--- src/include/rtar_pkg.sv ---
// Purpose: constants for the register-to-accumulator read decoder
// Assumes: 10-bit instruction words, 4-bit accumulator
// Notes:   opcodes, source select codes and state encodings used by the decoder
package rtar_pkg;
    localparam int IW = 10;
    localparam int DW = 4;
    localparam int SPW = 3;
    localparam logic [IW-1:0] OP_READ_CLOCK_CONTROL = 10'h252;
    localparam logic [IW-1:0] OP_READ_RESISTOR_GROUP_ZERO = 10'h257;
    localparam logic [IW-1:0] OP_READ_RESISTOR_GROUP_ONE = 10'h25E;
    localparam logic [IW-1:0] OP_READ_CONVERTER_CONTROL_ONE = 10'h244;
    localparam logic [IW-1:0] OP_READ_CONVERTER_CONTROL_TWO = 10'h245;
    localparam logic [IW-1:0] OP_READ_CONVERTER_CONTROL_THREE = 10'h246;
    localparam logic [IW-1:0] OP_READ_STACK_POINTER = 10'h050;
    localparam logic [IW-1:0] OP_READ_INTERRUPT_ENABLE_ONE = 10'h054;
    localparam logic [DW-1:0] ACC_RESET = 4'h0;
    localparam logic [DW-1:0] SRC_NONE = 4'h0;
    localparam logic SP_PAD = 1'b0;
    localparam int SRC_CNT = 8;
    localparam int SEL_W = 3;
    localparam logic [SEL_W-1:0] SEL_CLK = 3'h0;
    localparam logic [SEL_W-1:0] SEL_PU0 = 3'h1;
    localparam logic [SEL_W-1:0] SEL_PU1 = 3'h2;
    localparam logic [SEL_W-1:0] SEL_Q1 = 3'h3;
    localparam logic [SEL_W-1:0] SEL_Q2 = 3'h4;
    localparam logic [SEL_W-1:0] SEL_Q3 = 3'h5;
    localparam logic [SEL_W-1:0] SEL_SP = 3'h6;
    localparam logic [SEL_W-1:0] SEL_V1 = 3'h7;
    typedef enum logic [2:0] {
        RTAR_IDLE = 3'b001,
        RTAR_LOAD = 3'b010,
        RTAR_PASS = 3'b100
    } rtar_state_t;
endpackage

--- src/hdl/rtar_decoder.sv ---
// Purpose: decode and execute register-to-accumulator read instructions
// Assumes: one instruction word per cycle with instr_valid
// Notes:   accumulator value is held here and loaded per instruction
`timescale 1ns/100ps
module rtar_decoder
    import rtar_pkg::*;
(
    input  wire logic           clk,
    input  wire logic           rst,
    input  wire logic           instr_valid,
    input  wire logic [IW-1:0]  instr_word,
    input  wire logic [DW-1:0]  acc_in,
    input  wire logic [DW-1:0]  clock_control_register,
    input  wire logic [DW-1:0]  resistor_enable_group_zero,
    input  wire logic [DW-1:0]  resistor_enable_group_one,
    input  wire logic [DW-1:0]  converter_control_one,
    input  wire logic [DW-1:0]  converter_control_two,
    input  wire logic [DW-1:0]  converter_control_three,
    input  wire logic [SPW-1:0] stack_pointer,
    input  wire logic [DW-1:0]  interrupt_enable_one,
    output logic      [DW-1:0]  acc_out,
    output logic                acc_write,
    output logic                instr_hit,
    output logic                carry_write,
    output logic                skip_write
);
    // ****************************************
    // decode
    // ****************************************
    function automatic logic [SEL_W:0] decode_op(input logic [IW-1:0] w);
        logic [SEL_W:0] r;
        r = '0;
        case (w)
            OP_READ_CLOCK_CONTROL:           r = {1'b1, SEL_CLK};
            OP_READ_RESISTOR_GROUP_ZERO:     r = {1'b1, SEL_PU0};
            OP_READ_RESISTOR_GROUP_ONE:      r = {1'b1, SEL_PU1};
            OP_READ_CONVERTER_CONTROL_ONE:   r = {1'b1, SEL_Q1};
            OP_READ_CONVERTER_CONTROL_TWO:   r = {1'b1, SEL_Q2};
            OP_READ_CONVERTER_CONTROL_THREE: r = {1'b1, SEL_Q3};
            OP_READ_STACK_POINTER:           r = {1'b1, SEL_SP};
            OP_READ_INTERRUPT_ENABLE_ONE:    r = {1'b1, SEL_V1};
            default:                         r = '0;
        endcase
        return r;
    endfunction

    logic [SEL_W:0]   dec;
    logic             hit;
    logic [SEL_W-1:0] sel;
    logic [DW-1:0]    rd_data;

    always_comb begin
        dec = decode_op(instr_word);
        hit = instr_valid & dec[SEL_W];
        sel = dec[SEL_W-1:0];
    end

    rtar_src_mux u_mux (
        .clk     (clk),
        .rst     (rst),
        .sel     (sel),
        .src_clk (clock_control_register),
        .src_pu0 (resistor_enable_group_zero),
        .src_pu1 (resistor_enable_group_one),
        .src_q1  (converter_control_one),
        .src_q2  (converter_control_two),
        .src_q3  (converter_control_three),
        .src_sp  (stack_pointer),
        .src_v1  (interrupt_enable_one),
        .rd_data (rd_data)
    );

    // ****************************************
    // execute
    // ****************************************
    rtar_state_t   state_reg;
    rtar_state_t   state_next;
    logic [DW-1:0] acc_reg;
    logic [DW-1:0] acc_next;
    logic          wr_reg;
    logic          wr_next;
    logic          hit_reg;

    always_comb begin
        state_next = state_reg;
        acc_next   = acc_reg;
        wr_next    = 1'b0;
        case (state_reg)
            RTAR_IDLE: begin
                if (hit) begin
                    state_next = RTAR_LOAD;
                end else begin
                    state_next = RTAR_PASS;
                    acc_next   = acc_in;
                end
            end
            RTAR_LOAD, RTAR_PASS: begin
                if (state_reg == RTAR_LOAD) begin
                    acc_next = rd_data;
                    wr_next  = 1'b1;
                end else begin
                    acc_next = acc_in;
                end
                state_next = hit ? RTAR_LOAD : RTAR_PASS;
            end
            default: state_next = RTAR_IDLE;
        endcase
    end

    always_ff @(posedge clk) begin
        if (rst) begin
            state_reg <= RTAR_IDLE;
            acc_reg   <= ACC_RESET;
            wr_reg    <= 1'b0;
            hit_reg   <= 1'b0;
        end else begin
            state_reg <= state_next;
            acc_reg   <= acc_next;
            wr_reg    <= wr_next;
            hit_reg   <= hit;
        end
    end

    always_ff @(posedge clk) begin
        if (rst) begin
            carry_write <= 1'b0;
            skip_write  <= 1'b0;
        end else begin
            carry_write <= 1'b0;
            skip_write  <= 1'b0;
        end
    end

    assign acc_out   = acc_reg;
    assign acc_write = wr_reg;
    assign instr_hit = hit_reg;
endmodule

--- src/hdl/rtar_src_mux.sv ---
// Purpose: registered source selector for accumulator reads
// Assumes: sources sampled every cycle
// Notes:   read data come out of a register
`timescale 1ns/100ps
module rtar_src_mux
    import rtar_pkg::*;
(
    input  wire logic             clk,
    input  wire logic             rst,
    input  wire logic [SEL_W-1:0] sel,
    input  wire logic [DW-1:0]    src_clk,
    input  wire logic [DW-1:0]    src_pu0,
    input  wire logic [DW-1:0]    src_pu1,
    input  wire logic [DW-1:0]    src_q1,
    input  wire logic [DW-1:0]    src_q2,
    input  wire logic [DW-1:0]    src_q3,
    input  wire logic [SPW-1:0]   src_sp,
    input  wire logic [DW-1:0]    src_v1,
    output logic      [DW-1:0]    rd_data
);
    logic [DW-1:0] rd_reg;
    logic [DW-1:0] rd_next;

    always_comb begin
        case (sel)
            SEL_CLK: rd_next = src_clk;
            SEL_PU0: rd_next = src_pu0;
            SEL_PU1: rd_next = src_pu1;
            SEL_Q1:  rd_next = src_q1;
            SEL_Q2:  rd_next = src_q2;
            SEL_Q3:  rd_next = src_q3;
            SEL_SP:  rd_next = {SP_PAD, src_sp};
            SEL_V1:  rd_next = src_v1;
            default: rd_next = SRC_NONE;
        endcase
    end

    always_ff @(posedge clk) begin
        if (rst) begin
            rd_reg <= SRC_NONE;
        end else begin
            rd_reg <= rd_next;
        end
    end

    assign rd_data = rd_reg;
endmodule

--- config.mk ---
export PLATFORM = sky130hd
export DESIGN_NAME = rtar_decoder
export DESIGN_NICKNAME = d
export VERILOG_FILES = /design/src/include/rtar_pkg.sv /design/src/hdl/rtar_decoder.sv /design/src/hdl/rtar_src_mux.sv
export SDC_FILE = /design/constraint.sdc
export NUM_CORES = 1
export LEC_CHECK = 0
export BUFFER_PORTS_ARGS = -buffer_cell sky130_fd_sc_hd__clkbuf_2
export CORE_MARGIN = 4
export CORE_UTILIZATION = 44
export CTS_BUF_LIST = sky130_fd_sc_hd__clkbuf_8
export CTS_CLUSTER_SIZE = 10
export DETAILED_ROUTE_END_ITERATION = 10
export MAX_ROUTING_LAYER = met4
export PLACE_DENSITY = 0.78
export SETUP_SLACK_MARGIN = 0.5
export SLEW_MARGIN = 20
export SYNTH_ARGS = -nofsm -noshare
export SYNTH_HDL_FRONTEND = slang
export SYNTH_SLANG_ARGS = --single-unit
--- constraint.sdc ---
create_clock -name clk -period 5.25 [get_ports clk]
set_input_delay 0.525 -clock clk [delete_from_list [all_inputs] [get_ports clk]]
set_output_delay 0.525 -clock clk [all_outputs]
set_load 0.005 [all_outputs]
---- After elaboration in Yosys (flattened, before gate mapping) ----
Index checks and enable logic that the tools add are counted.
storage, ports and cells
  flip-flop bits (word level) ............. 13
  latch bits .............................. 0
  RAM bits ................................ 0
  memory bits (read-only) ................. 0
  output and inout bits ................... 8
  memories kept ........................... 0
operators by class
  $add $sub $neg .......................... 0
  multiply operators ...................... 0
  div/mod/pow operators ................... 0
  $lt $le $gt $ge ......................... 0
  equality and inequality tests ........... 19
  shift operators ......................... 0
  mux-type cells .......................... 7
  bitwise operators ....................... 3
  reduce and logical (&&, ||, !) cells .... 7
operators by type and width
  kind                    number
  $pmux W4 S8             2
  $eq A10 B10 Y1 const B  6
  $eq A10 B7 Y1 const B   2
  $eq A3 B3 Y1 const B    5
  $eq A3 B2 Y1 const B    3
  $mux W4                 2
  $pmux W4 S2             1
  $eq A3 B1 Y1 const B    2
  $reduce_or A2 Y1        3
  $logic_not A3 Y1        1
  $mux W3                 1
  $reduce_or A3 Y1        1
  $ne A2 B2 Y1 const B    1
  $not A1 Y1              2
  $reduce_and A2 Y1       1
  $reduce_bool A2 Y1      1
  $and A1 B1 Y1           1
  $mux W1                 1

---- Depth between registers and ports, before layout ----
  depth in word-level cells ............... 5
  gate-level depth with buffers ........... 7
  depth with buffers taken out ............ 5

---- By module ----
From an unflattened synthesis, not the netlist that was laid out.
second synthesis, totals
  cells, all modules ...................... 117
  area total of the unflattened synthesis .. 1,014.7 µm²
modules (own cells, without submodules)
  module        instances  cells an instance  area an instance (µm²)  sequential area each (µm²)
  rtar_decoder  1          72                 606.8                   180.2
  rtar_src_mux  1          45                 407.9                   80.1

---- Worst setup path after synthesis ----
No wires, ideal clock.
  path type ............................... in2reg
  start point ............................. input port instr_word[0]
  end point ............................... register acc_reg[0] (netlist: acc_out[0])
  library setup time ...................... 0.123 ns
  arrival time ............................ 2.079 ns
  required time ........................... 5.127 ns
  slack ................................... 3.047 ns
  cell stages on the path ................. 6
  buffers on the path ..................... 1
  path through ............................ buf_6 > or4b_1 > nor3_2 > nor4_2 > a211oi_4 > mux2_1
between the ends
  cells in the longest elaborated chain, start to end .. 5
  elaborated cells between the ends (all ways) .. 12
RTL lines
  what                                             RTL line             text
  start: declaration                               rtar_decoder.sv:11   input wire logic [IW-1:0] instr_word,
  $eq A10 B7 Y1 or $eq A10 B10 Y1 (tied branches)  rtar_decoder.sv:33   case (w)
  $pmux W4 S8 (*)                                  rtar_decoder.sv:33
  $and A1 B1 Y1 (*)                                rtar_decoder.sv:54   hit = instr_valid & dec[SEL_W];
  $ne A2 B2 Y1 (no line) (*)                       -
  $reduce_and A2 Y1 (no line) (*)                  -
  end signal: assignment                           rtar_decoder.sv:118  acc_reg <= acc_next;
  end: declaration                                 rtar_decoder.sv:78   logic [DW-1:0] acc_reg;
Every way passes the cells marked *; elsewhere a longest branch is shown, timed or not.
A chain may end at the register's enable or synchronous reset.

---- Worst setup path in the final report ----
  start point ............................. input port instr_word[2]
  end point ............................... register acc_reg[2] (netlist: acc_out[2])
The elaborated chain is that of the path after synthesis.

==> impl_summary.md <==
Timing
The peak clock frequency supported by timing is 447 MHz. The max-slew headroom at the worst pin is 62.3%. At the pin with the least slew margin, the transition time is 0.563 ns. Across the routed clock network, the largest skew measured is 0.00470 ns. Counting I/O delays and the setup requirement, the final critical path takes 2.24 ns. Of the available clock period, the critical path in the final layout requires 42.6%.

The number of failing setup endpoints in the final timing report is 0. The number of failing hold endpoints at the final stage is 0. Adding up every negative setup slack in the final design gives 0 ns. The number of max-slew violations in the final report is 0. Setup repair after global routing left no endpoint under its margin.

Cells and area
The number of filler instances in the final layout is 232. The fraction of layout instances using a drive strength above 1 is 40.2%. With fillers left out, the area of the finished cells amounts to 1370 sq um. After the last flow step, the layout net total stands at 223. At the end of the flow the core is filled with cells to 60.1%. The diode insertion count for antenna repair is 0. From synthesis to final layout, the design area changed by 27.5%.

Worst setup path
STA puts the critical path data required time at 5.37 ns. The worst-case reg-to-reg path depth is 5. The slack of the worst reg-to-reg path is 3.64 ns. The worst setup path is of the in -> reg kind. The end of the worst register-to-register path is acc_out[2].

The data arrival time at the worst-slack endpoint is 2.36 ns. The worst setup path is captured at a flop. The dominant delay contributor by cell family on the critical path is compound AO/OA/AOI/OAI gates. The largest stage delay on the critical path is 0.48 ns. The number of buffer and inverter stages on the critical path is 1. The largest individual stage delay along the critical path comes from the cell nor2b_1. The launching element type of the critical path is an input port. The startpoint identified for the worst register-to-register timing path is state_reg[0].

Along the worst path, the maximum fanout reaches 9. Traced cell by cell, the critical path runs through clkbuf_2 > nor2b_1 > o21ai_0 > a21o_1 > a211oi_4 > mux2_1.

Floorplanning
The die height is 57.4 um. The number of primary I/O pins is 56. The floorplan step defined a die boundary enclosing 3290 sq um. The die is 57.4 um wide. The number of standard-cell rows in the floorplan is 17.

The core area is 2280 sq um. Once the floorplan was initialized, standard cells occupied 47.1% of the core.

Worst hold path
The class of the tightest hold or removal check is in -> reg. The end of the worst hold path is instr_hit. The hold-critical path depth is 3. The startpoint of the most critical hold path is instr_valid.

Flow run
Max-cap violations in this run came to 0.

Route
The iteration-0 DRC count of the detailed router is 25. The routed design has 2.78 mm of wire. The number of iterations in the first detailed-routing pass is 4.

The routed layout has 1153 vias. The residual antenna-violating net count after detailed routing is 0. After detailed routing, the number of vias per cell comes to 5.71. The final routed wire length divided by cell count is 13.8 um. For this run, design rule violations remaining after detail routing come to 0.

Global route
The wire length of the first global-routing pass is 4.56 mm. The initial antenna violation count is 0. The overall routing resource usage is 17.5%. The residual overflow from global routing is 0. The maximum number of pins on one net before global-route repair is 16. The number of global-route vias before repair is 1139.

Pwr
The standby leakage power is 0.569 nW. The peak ir drop on the vdd network is 0.130 mV. The cell area power density is 192 nW/um^2.

Placed design
The post-place instance area is 1320 sq um. Routability-driven placement finished with a final weighted congestion of 0.818. The count of buffers inserted at the top-level ports is 53.

Detailed placement ended at an HPWL of 2.36 mm.

Clocking
Buffers inserted during clock tree synthesis total 3. In this run, post-CTS hold repair placed 0 buffers. The post-cts sizing count is 0. The setup fix buffers added after clock tree synthesis is 0. The number of buffers on the longest clock path is 2. The clock sink count is 13. The CTS root buffer is clkbuf_8. TritonCTS built the clock tree. In this run the number of H-tree levels came out at 1. The clock latency on the worst-skew pair is 0.24 ns. The clock transition time at the flip-flop clock pins of the worst setup and hold paths is 0.05 ns.

Synth
The largest total area in the synthesized netlist belongs to dfxtp_1. For this run, the number of Yosys warnings is 0. The gate count of the mapped netlist is 125.

Ranked by total cell area, the synthesized netlist is headed by dfxtp_1, mux2_2, nand3_1, a211oi_1, mux2_1. The synthesized design contains 13 register bits. The number of distinct library cells after synthesis is 43. The mapped netlist covers 1070 sq um.

The average size of a mapped cell is 8.58 sq um. The top cell type's share of synthesized area is 24.3%. Of the synthesized area, sequential elements account for 24.3%.

Outcome
The flow ran to the end, and the final reports show no timing, DRC or antenna violations.
==> worst max path at each step <==
stage | endpoint | slack [ns] | cells after the start | startpoint
floorplan | acc_out[0] | 3.05 | 6 | instr_word[0]
finish | acc_out[2] | 3.01 | 6 | instr_word[2]
global route | u_mux.rd_data[2] | 2.78 | 6 | instr_word[2]
global placement | acc_out[1] | 2.86 | 6 | instr_word[2]
detailed placement | acc_out[3] | 2.77 | 6 | instr_word[2]
CTS | acc_out[3] | 3.01 | 6 | instr_word[2]
==> cells by family after synthesis <==
kind of cell    synth area share [%]
simple gates                    33.8
compound gates                  24.2
flops                           24.3
mux                             11.6
buf+inv                         5.02
xor+xnor                       0.817
other cells                    0.350
==> report_power, final <==
group	switching (mW)	total [mW]	internal (mW)
clock network	0.0321	0.0835	0.0514
logic	0.0311	0.0665	0.0355
registers	0.00565	0.113	0.107
total	0.0688	0.263	0.194
==> worst min-delay path, delay by kind of cell <==
family	cells	cell delay, ns
buffers and inverters	1	0.10
and+or+nand+nor	1	0.05
AOI/OAI and AO/OA	1	0.11
==> placed cells by master, fill, tap and decap left out, types with 3 or more instances in the layout <==
master / n
nor3_1: 7
mux2_1: 4
nand3_1: 12
mux2_2: 7
a31oi_1: 4
dfxtp_1: 13
o21ai_0: 6
nor2_1: 7
clkbuf_8: 3
a221oi_1: 3
clkbuf_2: 53
nand2_1: 5
a21oi_1: 6
a211oi_1: 6
nor2b_1: 6
==> cells in the mapped netlist (all sizes together) <==
library cell / number
dfxtp: 13
nand3: 12
mux2: 11
nor3: 8
a211oi: 7
nor2: 7
a21oi: 6
buf: 6
nor2b: 6
o21ai: 6
nand2: 5
a31oi: 4
a221oi: 3
clkbuf: 3
nor3b: 3
and4: 2
nand2b: 2
nor4b: 2
o31ai: 2
or4b: 2
a21o: 1
a22o: 1
a311o: 1
and2: 1
and3: 1
and3b: 1
and4b: 1
conb: 1
nand4b: 1
nor4: 1
o21a: 1
o21bai: 1
o311ai: 1
or2: 1
xor2: 1
==> metrics by stage <==
step | hold slack (ns) | std cells | setup slack, ns | total power [mW]
floorplan | 0.560 | 126 | 3.05 | 0.154
global placement | 0.570 | 198 | 2.86 | 0.178
detailed placement | 0.587 | 198 | 2.77 | 0.181
CTS | 0.578 | 202 | 3.01 | 0.266
global route | 0.595 | 202 | 2.78 | 0.277
finish | 0.585 | 202 | 3.01 | 0.263
==> area by class of cell <==
type / count / area (sq um) / area share (%)
Clock buffer: 3 / 41.3 / 3.02
Clock inverter: 1 / 3.75 / 0.274
Multi-Input combinational cell: 104 / 762 / 55.7
Sequential cell: 13 / 260 / 19.0
Tap cell: 28 / 35.0 / 2.56
Timing Repair Buffer: 53 / 265 / 19.4
==> layer usage <==
layer	routed length (um)	track usage, %	vias up
li1	-	-	578
met1	1080	16.6	521
met2	1470	33.1	49
met3	185	3.39	5
met4	44	8.28	0
met5	0	-	-
Power figures use the tool's default switching activity.
